--- config.mk ---
export PLATFORM = sky130hd
export DESIGN_NAME = pdm_power_down_ctrl
export DESIGN_NICKNAME = d
export VERILOG_FILES = /design/src/pdm_power_down_ctrl.v /design/src/pdm_sync2.v /design/src/pdm_irq_accept.v
export VERILOG_INCLUDE_DIRS = /design/src
export SDC_FILE = /design/constraint.sdc
export NUM_CORES = 1
export LEC_CHECK = 0
export BUFFER_PORTS_ARGS = -buffer_cell sky130_fd_sc_hd__buf_2
export CAP_MARGIN = 5
export CORE_ASPECT_RATIO = 0.6
export CORE_MARGIN = 1
export CORE_UTILIZATION = 43
export DETAILED_ROUTE_END_ITERATION = 10
export PLACE_DENSITY = 0.87
export SYNTH_ARGS = -nofsm -noshare
export SYNTH_HDL_FRONTEND = slang
export SYNTH_SLANG_ARGS = --single-unit
--- constraint.sdc ---
create_clock -name clk -period 1.83 [get_ports clk]
set_input_delay 0.366 -clock clk [delete_from_list [all_inputs] [get_ports clk]]
set_output_delay 0.366 -clock clk [all_outputs]
set_load 0.05 [all_outputs]
--- src/pdm_consts.vh ---
// Constants and register map of the power-down mode controller
// Contract
// - SLEEP executed with standby_select at 0 enters sleep mode.
// - In sleep the CPU halts; peripherals and clock keep running.
// - SLEEP with standby_select at 1 enters standby; clock, CPU, peripherals halt.
// - Sleep ends on an interrupt, a DMAC address error or power-on reset.
// - Sleep ended by an accepted interrupt leads to interrupt exception processing.
// - Interrupts at or below the mask level, or peripheral-disabled, keep sleep.
// - A DMAC address error in sleep wakes and requests its exception processing.
// - Power-on reset pin driven low ends sleep mode.
// - Standby ends only on NMI or power-on reset.
// - standby_select cannot be set to 1 while watchdog_run_enable is 1.
// - port_float_select cannot be set to 1 while watchdog_run_enable is 1.
// - standby_select is bit 7; 0 selects sleep (reset), 1 selects standby.
// - port_float_select is bit 6; 0 holds ports, 1 floats them in standby.
// - standby_control is an 8-bit read/write register resetting to 1F hex.
// - Reserved bit 5 reads 0, bits 4 to 0 read 1; write zeros.
`ifndef PDM_CONSTS_VH
`define PDM_CONSTS_VH

// Bus widths
`define PDM_ADDR_W      32
`define PDM_DATA_W      8
`define PDM_LVL_W       4

// Register byte addresses
`define PDM_SBC_ADDR    32'hFFFF8614
`define PDM_STAT_ADDR   32'hFFFF8618

// standby_control layout
`define PDM_SBC_RESET   8'h1F
`define PDM_SEL_BIT     7
`define PDM_FLT_BIT     6
`define PDM_SEL_RESET   1'h0
`define PDM_FLT_RESET   1'h0
`define PDM_RSV5_VAL    1'h0
`define PDM_RSV_LOW_VAL 5'h1F

// Status register layout: pad, last wake cause, mode
`define PDM_ST_PAD      4'h0
`define PDM_CAUSE_W     2
`define PDM_MODE_W      2

// Wake cause codes
`define PDM_CAUSE_NONE  2'h0
`define PDM_CAUSE_IRQ   2'h1
`define PDM_CAUSE_DMA   2'h2
`define PDM_CAUSE_NMI   2'h3

// Idle levels of synchronised pins
`define PDM_PORN_IDLE   1'h1
`define PDM_NMI_IDLE    1'h0

`endif

--- src/pdm_power_down_ctrl.v ---
// Power-down mode controller: sleep and standby sequencing
`timescale 1ns/1ns
`include "pdm_consts.vh"
module pdm_power_down_ctrl (
	input  wire                   clk,
	input  wire                   rstn,
	input  wire                   clkEn,
	// Register port
	input  wire [`PDM_ADDR_W-1:0] regAddr,
	input  wire [`PDM_DATA_W-1:0] regWrData,
	input  wire                   regWr,
	input  wire                   regRd,
	output wire [`PDM_DATA_W-1:0] regRdData,
	// CPU and watchdog side, same clock
	input  wire                   sleepExec,
	input  wire                   watchdogRunEnable,
	// Interrupt controller and DMAC, same clock
	input  wire                   irqReq,
	input  wire                   irqPeriphEnable,
	input  wire [`PDM_LVL_W-1:0]  irqLevel,
	input  wire [`PDM_LVL_W-1:0]  cpuMaskLevel,
	input  wire                   dmaAddrErr,
	// Pins, asynchronous to clk
	input  wire                   nmiPin,
	input  wire                   powerOnResetPinN,
	// Power-down controls
	output wire                   cpuHalt,
	output wire                   clkStop,
	output wire                   periphHalt,
	output wire                   portFloat,
	output wire                   sleepActive,
	output wire                   standbyActive,
	output wire                   porActive,
	// Exception requests towards the CPU
	output wire                   irqExcReq,
	output wire                   dmaErrExcReq,
	output wire                   nmiExcReq
);

	// Sequencing overview:
	// run -> sleep or standby on a SLEEP instruction, picked by
	//   standby_select as it stands when the instruction retires.
	// sleep -> run on a DMAC address error or an accepted interrupt.
	// standby -> run only on a rising NMI edge.
	// The power-on reset pin returns every mode to run.
	// Limitation: a wake pulse lasts one cycle; the CPU must not miss it.

	// Mode states
	// Code 2'b11 is never entered; the default branch steers it to run
	localparam [`PDM_MODE_W-1:0] ST_RUN     = 2'b00;
	localparam [`PDM_MODE_W-1:0] ST_SLEEP   = 2'b01;
	localparam [`PDM_MODE_W-1:0] ST_STANDBY = 2'b10;

	// Address match, used by both the write and the read decode
	function addrHit;
		input [`PDM_ADDR_W-1:0] addr;
		input [`PDM_ADDR_W-1:0] target;
		begin
			addrHit = (addr == target);
		end
	endfunction

	// Standby decode; steers clock stop, peripheral halt, port float
	// and the standby flag from one place
	function isStandby;
		input [`PDM_MODE_W-1:0] mode;
		begin
			isStandby = (mode == ST_STANDBY);
		end
	endfunction

	// Stored control bits and state
	reg                     standbySelect_ff;
	reg                     portFloatSelect_ff;
	reg [`PDM_MODE_W-1:0]   mode_ff;
	reg [`PDM_CAUSE_W-1:0]  wakeCause_ff;
	reg                     nmiPrev_ff;
	reg [`PDM_DATA_W-1:0]   regRdData_ff;
	reg                     cpuHalt_ff;
	reg                     clkStop_ff;
	reg                     periphHalt_ff;
	reg                     portFloat_ff;
	reg                     irqExcReq_ff;
	reg                     dmaErrExcReq_ff;
	reg                     nmiExcReq_ff;

	// Next values
	reg                     nxt_standbySelect;
	reg                     nxt_portFloatSelect;
	reg [`PDM_MODE_W-1:0]   nxt_mode;
	reg [`PDM_CAUSE_W-1:0]  nxt_wakeCause;
	reg                     nxt_irqExc;
	reg                     nxt_dmaErrExc;
	reg                     nxt_nmiExc;
	reg [`PDM_DATA_W-1:0]   nxt_regRdData;

	// Decoded strobes and pin levels
	wire                    sbcWr;
	wire                    sbcRd;
	wire                    statRd;
	wire                    irqAccept;
	wire                    nmiSync;
	wire                    porNSync;
	wire                    porNow;
	wire                    nmiRise;
	wire [`PDM_DATA_W-1:0]  sbcView;
	wire [`PDM_DATA_W-1:0]  statView;
	wire                    selSetRefused;
	wire                    fltSetRefused;

	// Pins come from outside the clock domain, so two flops first
	// Flops reset to the idle level, so rstn release makes no false edge
	pdm_sync2 #(
		.RST_VAL (`PDM_NMI_IDLE)
	) u_syncNmi (
		.clk     (clk),
		.rstn    (rstn),
		.clkEn   (clkEn),
		.asyncIn (nmiPin),
		.syncOut (nmiSync)
	);

	pdm_sync2 #(
		.RST_VAL (`PDM_PORN_IDLE)
	) u_syncPor (
		.clk     (clk),
		.rstn    (rstn),
		.clkEn   (clkEn),
		.asyncIn (powerOnResetPinN),
		.syncOut (porNSync)
	);

	// Interrupt acceptance against the CPU mask level
	pdm_irq_accept u_accept (
		.irqReq          (irqReq),
		.irqPeriphEnable (irqPeriphEnable),
		.irqLevel        (irqLevel),
		.cpuMaskLevel    (cpuMaskLevel),
		.irqAccept       (irqAccept)
	);

	// Power-on reset is a level taken from the synchronised pin
	assign porNow  = ~porNSync;

	// NMI is edge triggered; the previous sample is a second-stage copy
	assign nmiRise = nmiSync & ~nmiPrev_ff;

	// Register strobes; writes and reads at unmapped addresses do nothing
	// The full address must match, so no alias decodes to a register
	assign sbcWr  = regWr & addrHit(regAddr, `PDM_SBC_ADDR);
	assign sbcRd  = regRd & addrHit(regAddr, `PDM_SBC_ADDR);
	assign statRd = regRd & addrHit(regAddr, `PDM_STAT_ADDR);

	// Read view of standby_control with fixed reserved bits
	assign sbcView = {standbySelect_ff,
		portFloatSelect_ff,
		`PDM_RSV5_VAL,
		`PDM_RSV_LOW_VAL};

	// Read view of the mode status word
	assign statView = {`PDM_ST_PAD, wakeCause_ff, mode_ff};

	// Refused sets: only a 1 written while the watchdog runs is blocked.
	// Each bit is judged alone, so one refusal never hides the other.
	assign selSetRefused = watchdogRunEnable & regWrData[`PDM_SEL_BIT];
	assign fltSetRefused = watchdogRunEnable & regWrData[`PDM_FLT_BIT];

	// Control bit writes; a set is refused while the watchdog runs,
	// a clear is always allowed so software can back out of standby
	always @* begin
		nxt_standbySelect   = standbySelect_ff;
		nxt_portFloatSelect = portFloatSelect_ff;
		if (sbcWr) begin
			if (!selSetRefused) begin
				nxt_standbySelect = regWrData[`PDM_SEL_BIT];
			end
			if (!fltSetRefused) begin
				nxt_portFloatSelect = regWrData[`PDM_FLT_BIT];
			end
		end
	end

	// Mode sequencing; DMAC error outranks interrupts when both arrive
	always @* begin
		nxt_mode      = mode_ff;
		nxt_wakeCause = wakeCause_ff;
		nxt_irqExc    = 1'b0;
		nxt_dmaErrExc = 1'b0;
		nxt_nmiExc    = 1'b0;
		case (mode_ff)
			// Only a SLEEP instruction leaves run
			ST_RUN: begin
				if (sleepExec) begin
					if (standbySelect_ff) begin
						nxt_mode = ST_STANDBY;
					end else begin
						nxt_mode = ST_SLEEP;
					end
				end
			end
			ST_SLEEP: begin
				if (dmaAddrErr) begin
					nxt_mode      = ST_RUN;
					nxt_dmaErrExc = 1'b1;
					nxt_wakeCause = `PDM_CAUSE_DMA;
				end else if (irqAccept) begin
					nxt_mode      = ST_RUN;
					nxt_irqExc    = 1'b1;
					nxt_wakeCause = `PDM_CAUSE_IRQ;
				end
			end
			ST_STANDBY: begin
				// Ordinary interrupts and DMAC errors are ignored here
				if (nmiRise) begin
					nxt_mode      = ST_RUN;
					nxt_nmiExc    = 1'b1;
					nxt_wakeCause = `PDM_CAUSE_NMI;
				end
			end
			// Unused state code recovers to run instead of locking up
			default: begin
				nxt_mode = ST_RUN;
			end
		endcase
	end

	// Read data stand for one cycle after the strobe, zero otherwise
	// The status word at its own address is read only; writes miss it
	always @* begin
		nxt_regRdData = {`PDM_DATA_W{1'b0}};
		if (sbcRd) begin
			nxt_regRdData = sbcView;
		end else if (statRd) begin
			nxt_regRdData = statView;
		end
	end

	// Control register; power-on reset restores the reset value.
	// The pin reset comes through the synchroniser, so it clears the
	// bits on the third clock edge after the pin falls, like any other sync event.
	always @(posedge clk or negedge rstn) begin
		if (!rstn) begin
			standbySelect_ff   <= `PDM_SEL_RESET;
			portFloatSelect_ff <= `PDM_FLT_RESET;
		end else if (clkEn) begin
			if (porNow) begin
				standbySelect_ff   <= `PDM_SEL_RESET;
				portFloatSelect_ff <= `PDM_FLT_RESET;
			end else begin
				standbySelect_ff   <= nxt_standbySelect;
				portFloatSelect_ff <= nxt_portFloatSelect;
			end
		end
	end

	// Mode state and wake cause; the reset pin wins over everything
	always @(posedge clk or negedge rstn) begin
		if (!rstn) begin
			mode_ff      <= ST_RUN;
			wakeCause_ff <= `PDM_CAUSE_NONE;
		end else if (clkEn) begin
			if (porNow) begin
				mode_ff      <= ST_RUN;
				wakeCause_ff <= `PDM_CAUSE_NONE;
			end else begin
				mode_ff      <= nxt_mode;
				wakeCause_ff <= nxt_wakeCause;
			end
		end
	end

	// NMI history for edge detection, idle level after reset
	// Only the second stage is read here, never the first flop
	always @(posedge clk or negedge rstn) begin
		if (!rstn) begin
			nmiPrev_ff <= `PDM_NMI_IDLE;
		end else if (clkEn) begin
			nmiPrev_ff <= nmiSync;
		end
	end

	// Exception request pulses, one cycle each
	// A pin reset in progress masks them, so no handler starts in reset
	always @(posedge clk or negedge rstn) begin
		if (!rstn) begin
			irqExcReq_ff    <= 1'b0;
			dmaErrExcReq_ff <= 1'b0;
			nmiExcReq_ff    <= 1'b0;
		end else if (clkEn) begin
			irqExcReq_ff    <= nxt_irqExc & ~porNow;
			dmaErrExcReq_ff <= nxt_dmaErrExc & ~porNow;
			nmiExcReq_ff    <= nxt_nmiExc & ~porNow;
		end
	end

	// Power controls follow the next mode so they align with mode_ff.
	// This block must sit on an always-on clock: clkStop only gates
	// the CPU and peripheral clocks, not the clock of this controller.
	always @(posedge clk or negedge rstn) begin
		if (!rstn) begin
			cpuHalt_ff    <= 1'b0;
			clkStop_ff    <= 1'b0;
			periphHalt_ff <= 1'b0;
			portFloat_ff  <= 1'b0;
		end else if (clkEn) begin
			if (porNow) begin
				cpuHalt_ff    <= 1'b0;
				clkStop_ff    <= 1'b0;
				periphHalt_ff <= 1'b0;
				portFloat_ff  <= 1'b0;
			end else begin
				cpuHalt_ff    <= (nxt_mode != ST_RUN);
				clkStop_ff    <= isStandby(nxt_mode);
				periphHalt_ff <= isStandby(nxt_mode);
				portFloat_ff  <= isStandby(nxt_mode) &
					portFloatSelect_ff;
			end
		end
	end

	// Registered read data
	always @(posedge clk or negedge rstn) begin
		if (!rstn) begin
			regRdData_ff <= {`PDM_DATA_W{1'b0}};
		end else if (clkEn) begin
			regRdData_ff <= nxt_regRdData;
		end
	end

	// Outputs; mode flags decode the state flop directly
	// and so line up with the registered halt controls
	assign regRdData     = regRdData_ff;
	assign cpuHalt       = cpuHalt_ff;
	assign clkStop       = clkStop_ff;
	assign periphHalt    = periphHalt_ff;
	assign portFloat     = portFloat_ff;
	assign sleepActive   = (mode_ff == ST_SLEEP);
	assign standbyActive = isStandby(mode_ff);
	assign porActive     = porNow;
	assign irqExcReq     = irqExcReq_ff;
	assign dmaErrExcReq  = dmaErrExcReq_ff;
	assign nmiExcReq     = nmiExcReq_ff;

endmodule // pdm_power_down_ctrl

--- src/pdm_sync2.v ---
// Two-flop synchroniser for asynchronous pin inputs
`timescale 1ns/1ns
module pdm_sync2 #(
	parameter RST_VAL = 1'b0
) (
	input  wire clk,
	input  wire rstn,
	input  wire clkEn,
	input  wire asyncIn,
	output wire syncOut
);

	reg stage1_ff;
	reg stage2_ff;

	// First stage feeds only the second; nothing else may look at it
	always @(posedge clk or negedge rstn) begin
		if (!rstn) begin
			stage1_ff <= RST_VAL;
			stage2_ff <= RST_VAL;
		end else if (clkEn) begin
			stage1_ff <= asyncIn;
			stage2_ff <= stage1_ff;
		end
	end

	assign syncOut = stage2_ff;

endmodule // pdm_sync2

--- src/pdm_irq_accept.v ---
// Decides whether a pending interrupt may be accepted by the CPU
`timescale 1ns/1ns
`include "pdm_consts.vh"
module pdm_irq_accept (
	input  wire                  irqReq,
	input  wire                  irqPeriphEnable,
	input  wire [`PDM_LVL_W-1:0] irqLevel,
	input  wire [`PDM_LVL_W-1:0] cpuMaskLevel,
	output wire                  irqAccept
);

	// Strictly above the mask level and enabled at the source
	assign irqAccept = irqReq & irqPeriphEnable &
		(irqLevel > cpuMaskLevel);

endmodule // pdm_irq_accept

==> impl_results.md, run 1 <==
- Status: completed
- Clock network fraction of total power: 26.4%
- Setup WS pre-CTS: -233 ps
- Pwr per Cell Area: about 600 mW/mm2
- RR Startpoint: mode_ff[0]
- Minimum clock period: around 1800 ps
- PortBufs: 70
- TritonCTS Sinks: 24
- Drt pass-1 iters: 4
- Crit path arrival time: 1420 ps
- Required time of the critical path: 1460 ps
- Seq pwr share: around half
- Core Util, Final: between 60% and 70%
- Max Slew Vio Count: 0
- Initial Util: a little under half
- Die Y: 45.6 um
- Net Sw Power: about 0.00033 W
- Synthesis-to-layout area growth: 37.5%
- Worst setup SP type: register
- Largest net degree at the start of global routing: 25
- Post-route DRC: 0
- Max incr delay on CP: 460 ps
- Mapped Nets: about 200
- Initial drt markers: 65
- Leak: 0.980 nW
- Ys flop type: dfrtp_1
- Vias per Instance: slightly above 5
- Fin. Hold Viols: 0
- Final period util: between 90% and 100%
- I/O pins: 78
- Crit. End Element: output pin
- Vias: 1303
- Worst path bufs/invs: 2
- Post-Layout Cell Count: 253
- Post-synth EDFFs: 0
- Post-Syn Instances: 134
- Setup Buffers After CTS: 0
- Async set-reset flop share out of synthesis: 100%
- Die footprint: around 0.0034 mm2
- Detailed Route WL: 3440 um
- GRT overflow: 0
- Diode count: 0
- Crit path max fanout: 7
- CP cell instances: inv_1, ha_2, buf_2
- Worst-margin pin slew: 510 ps
- Clock root buffer: clkbuf_8
- H-Tree Depth: 1
- Worst setup path start: mode_ff[0]
- Synth unique cells: 45
- Int Pwr: 0.000821 W
- Core Box Area: 0.00295 mm2
- Comb pwr share: roughly a quarter
- Syn Std Cell Area: 0.00136 mm2
- Max Clk Rate: roughly 0.56 GHz
- Met2 wire length: 1550 um
- Layout cells sized above 1: 47.9%
- CTS tree: yes
- Syn avg cell area: 10.2 um2
- DIE WIDTH: 74.7 um
- Vias in the first global route: 1223
- Yosys reg bits: 24
- Post-DP HPWL: roughly 2800 um
- Met1 wire length: 1640 um
- Met3 wire len: 239 um
- Min-Delay Path Class: input port to asynchronous set/reset pin
- Worst skew pair latency: 260 ps
- Sequential share of the synthesized area: 44.3%
- Synthesis Warnings: 0
- Uppermost layer routed: met4
- Initial antenna violation count: 0
- VDD IR max: 0.000403 V
- Slew HR: 66.0%
- Row cnt: 15
- Setup Skew: 4.25 ps
- Num CTS Buffers: 3
- Clock transition at the registers of the reported paths: 80 ps
- Critical path's slowest cell: dfrtp_2
- Placed insts: 250
- Global-route wire length before repair: 5540 um
- Final worst slack: between 30 and 40 ps
- Net Sw Frac: 28.5%
- Max FFs per register: 7
- Clock Path Buffers: 2
- GRT Total Usage: 21.8%
- Crit path max-delay family: flip-flops
- Endpoints failing setup: 0
- # Max-Cap Violations: 0
- Routed Antenna Nets: 0
- Routed WL per cell: 13.6 um
- CP Class: register to output pin
- Gpl congestion: 0.787
- Final #Nets: ~280
==> metrics by stage <==
step | setup TNS [ps] | hold WS [ps] | power (W) | instance area (um2)
after floorplan | 0 | 70.4 | 0.000733 | 1380
after global placement | -1090 | 365 | 0.000835 | 1820
after detailed placement | -1380 | 367 | 0.000846 | 1820
after CTS | 0 | 78.6 | 0.00114 | 1860
after global routing | -3.01 | 106 | 0.00120 | 1870
final | 0 | 59.8 | 0.00115 | 1870
==> synth_stat cells (3+ instances only) <==
| library cell | number | share of area (%) |
|---|---|---|
| a21oi_1 | 4 | 1.5 |
| dfrtp_1 | 22 | 40 |
| ha_1 | 8 | 7.3 |
| inv_1 | 19 | 5.2 |
| mux2_2 | 4 | 3.3 |
| nand2_1 | 8 | 2.2 |
| nand2b_1 | 3 | 1.4 |
| nand4_1 | 7 | 3.2 |
| nor2_1 | 6 | 1.7 |
| nor2b_1 | 4 | 1.8 |
| o21ai_0 | 5 | 1.8 |
| o221ai_1 | 4 | 2.6 |
| o2bb2ai_1 | 4 | 2.6 |
==> power by group through the flow <==
stage | sequential (W) | clock (W) | combinational [W]
4_1_cts | 0.000575 | 0.000304 | 0.000262
5_1_grt | 0.000579 | 0.000325 | 0.000296
2_1_floorplan | 0.000595 | 0 | 0.000138
6_report | 0.000576 | 0.000303 | 0.000269
3_3_place_gp | 0.000584 | 0 | 0.000251
3_5_place_dp | 0.000586 | 0 | 0.000260
==> final timing paths <==
kind                                       endpoint  slack [ps]  cells past startpoint
max in group asynchronous                mode_ff[0]        1400                      1
min in group clk                u_syncNmi.stage1_ff         330                      2
worst max-delay path                  standbyActive          40                      3
worst min register to register            irqExcReq         490                      1
worst min-delay path                     periphHalt          60                      1
worst max register to register              cpuHalt         110                      7
==> cell type report <==
class / count / area, um2
Timing Repair Buffer: 78 / 410
Multi-Input combinational cell: 86 / 689
Fill cell: 251 / 1070
Clock buffer: 3 / 41.3
Sequential cell: 24 / 604
Tap cell: 42 / 52.6
Inverter: 20 / 75.1
==> worst register-to-register path: stages (launching register included) <==
cell and delay, ps:
dfrtp_2 460, inv_1 140, ha_2 210, nand2_1 60, nor2_1 120, and3b_1 220, a21o_1 180, o311ai_1 240
==> cells in the final DEF (no fill, tap or decap), types with 5 or more instances in the layout <==
cell     instances
inv_1           18
buf_2           70
o21ai_0          5
nor2_1           6
ha_1             5
nand4_1          7
buf_4            8
nand2_1          8
dfrtp_1         21
==> per-layer routing <==
layer	track usage, %	vias to the layer above
met5	0	-
met4	0.755	0
met3	7.52	2
met2	33.5	44
met1	31.6	618
li1	-	639
==> cell families (layout without fill, tap and decap cells) <==
kind of cell	after synthesis	count (layout)	share of synthesized area, %
AO/OA/AOI/OAI	32	32	17.8
adder cells (fa/ha/maj)	8	8	7.35
buffers and inverters	24	101	7.25
flip-flops	24	24	44.3
multiplexers	4	4	3.31
other	1	1	0.275
AND/OR/NAND/NOR	41	41	19.7
==> timing repair <==
action	4_1_cts	5_1_grt
endpoints found under the hold margin	0	0
hold buffers	0	0
resized for setup	0	6
setup endpoints to repair	0	5
Power figures use the tool's default switching activity.
==> run 2, diff against run 1 <==
--- a/config.mk
+++ b/config.mk
@@ -12,7 +12,7 @@
 export CORE_MARGIN = 1
 export CORE_UTILIZATION = 43
 export DETAILED_ROUTE_END_ITERATION = 10
-export PLACE_DENSITY = 0.87
+export PLACE_DENSITY = 0.79
 export SYNTH_ARGS = -nofsm -noshare
 export SYNTH_HDL_FRONTEND = slang
 export SYNTH_SLANG_ARGS = --single-unit
==> impl_results.md, run 2 (synthesis results as in run 1) <==
- Status: completed
- DIE WIDTH: about 75 um
- Row cnt: 15
- Layout cells sized above 1: 48.6%
- Met3 Use GR: between 7 and 8%
- Min-Delay Path Class: input port to asynchronous set/reset pin
- Placed insts: 250
- Num CTS Buffers: 3
- R2r setup slk: 70 ps
- Minimum clock period: 1760 ps
- Crit path arrival time: 1930 ps
- GRT Total Usage: 22.2%
- Setup Skew: 8.39 ps
- Worst setup path start: mode_ff[0]
- Global-route wire length before repair: 5610 um
- Core Util, Final: 64.8%
- Placed cell area: approximately 0.0018 mm2
- Post-route cell area: ~0.0019 mm2
- GRT overflow: 0
- Largest net degree at the start of global routing: 25
- Worst-margin pin slew: 513 ps
- Routed Antenna Nets: 0
- Initial Util: 46.2%
- Post-DP HPWL: 2930 um
- Initial drt markers: 89
- PortBufs: 70
- Max Slew Vio Count: 0
- Max FFs per register: 7
- Max Clk Rate: 0.569 GHz
- Slew HR: 65.8%
- Worst r2r dst: portFloat
- Final period util: 96.0%
- Core Box Area: 0.00295 mm2
- Clock Path Buffers: 2
- Pwr Total: 0.00130 W
- Fin. Hold Viols: 0
- Detailed Route WL: 3600 um
- Critical path's slowest cell: dfrtp_2
- CP cell instances: inv_2, ha_1, nand2_1, nor2_1, o21ai_0, a31o_2, o32ai_2
- Die footprint: 0.00341 mm2
- Endpoints failing setup: 0
- Critical Path End: portFloat
- Post-Layout Cell Count: 254
- Diode count: 0
- Worst skew pair latency: between 200 and 300 ps
- Final setup TNS: 0 ps
- # Max-Cap Violations: 0
- H-Tree Depth: 1
- Worst r2r path cells: 7
- Drt pass-1 iters: 4
- Initial antenna violation count: 1
- Synthesis-to-layout area growth: 40.0%
- Most frequent cells in the layout: buf_2 (70), dfrtp_1 (21), inv_1 (17), nand2_1 (8), buf_4 (8)
- TritonCTS Sinks: 24
- Leak: roughly 1.0 nW
- Die Y: 45.6 um
- VDD IR max: 0.000434 V
- Clock transition at the registers of the reported paths: 90 ps
- Clock root buffer: clkbuf_8
- Required time of the critical path: roughly 2000 ps
- Max incr delay on CP: ~470 ps
- Gpl congestion: 0.773
- Crit. End Element: register
- Busiest grt layer: met2
- Routed WL per cell: between 10 and 15 um
- Post-route DRC: 0
- Met2 Usage GRT: 36.9%
- Vias per Instance: just over 5
- RR Startpoint: mode_ff[0]
- Worst setup SP type: register
- I/O pins: 78
- Crit path max fanout: 5
- Commonest non-fill, non-tap cell in the layout: buf_2
- Pwr per Cell Area: around 680 mW/mm2
- Vias in the first global route: 1256
- Met1 GRT Util: 30.0%
- Final #Nets: 281
- CP Class: register to register
- CTS tree: yes
- RSZ-0062 raised after global routing: no
- Setup Buffers After CTS: 0
- Vias: ~1.3k
-- run 2: cell types whose count changed in the layout (fill, tap and decap cells not counted), sizes merged --
| cell | change |
|---|---|
| bufinv | +1 |
-- run 2: per-stage QoR --
stage | hold WS, ps | worst slack [ps]
after floorplan | 70.4 | 37.0
after global placement | 364 | -202
after detailed placement | 375 | -284
after CTS | 81.2 | 13.0
after global routing | 105 | 3.33
final | 62.6 | 72.7
-- run 2: critical path, delay by kind of cell (launching register included) --
kind / cells / cell delay (ps)
flops: 1 / 470
simple gates: 2 / 280
fa+ha+maj: 1 / 190
compound gates: 3 / 630
buf+inv: 1 / 100
-- run 2: cell type report --
type                    count  area [um2]
fillers                   246        1040
multi-input cells          86         694
flip-flops and latches     24         604
repair buffers             78         410
inverters                  20        75.1
well taps                  42        52.6
clock buffers               3        41.3
clock inverters             1        30.0
-- run 2: timing repair --
| action | CTS | global route |
|---|---|---|
| pin swaps | 0 | 1 |
| gates cloned | 0 | 0 |
| gates resized for setup | 2 | 5 |
| setup endpoints to repair | 2 | 5 |
| hold buffers | 0 | 0 |
-- run 2: routing by layer --
metal,vias to the layer above,wire (um)
met4,2,0
met3,2,251
met5,-,13
li1,643,-
met1,628,1630
met2,42,1710
-- run 2: power by group --
group	switching (W)	internal [W]	leakage [nW]
combinational	0.000154	0.000114	0.643
clock	0.000166	0.000292	0.0357
sequential	0.0000192	0.000558	0.319
total	0.000339	0.000965	0.997
-- run 2: worst min-delay path by stage --
stage	startpoint	endpoint	slack [ps]	depth (start not counted)
2_1_floorplan	rstn	cpuHalt	70	0
3_3_place_gp	rstn	periphHalt	360	1
3_5_place_dp	rstn	periphHalt	380	1
4_1_cts	rstn	mode_ff[0]	80	1
5_1_grt	rstn	regRdData[7]	100	1
6_report	rstn	regRdData[7]	60	1
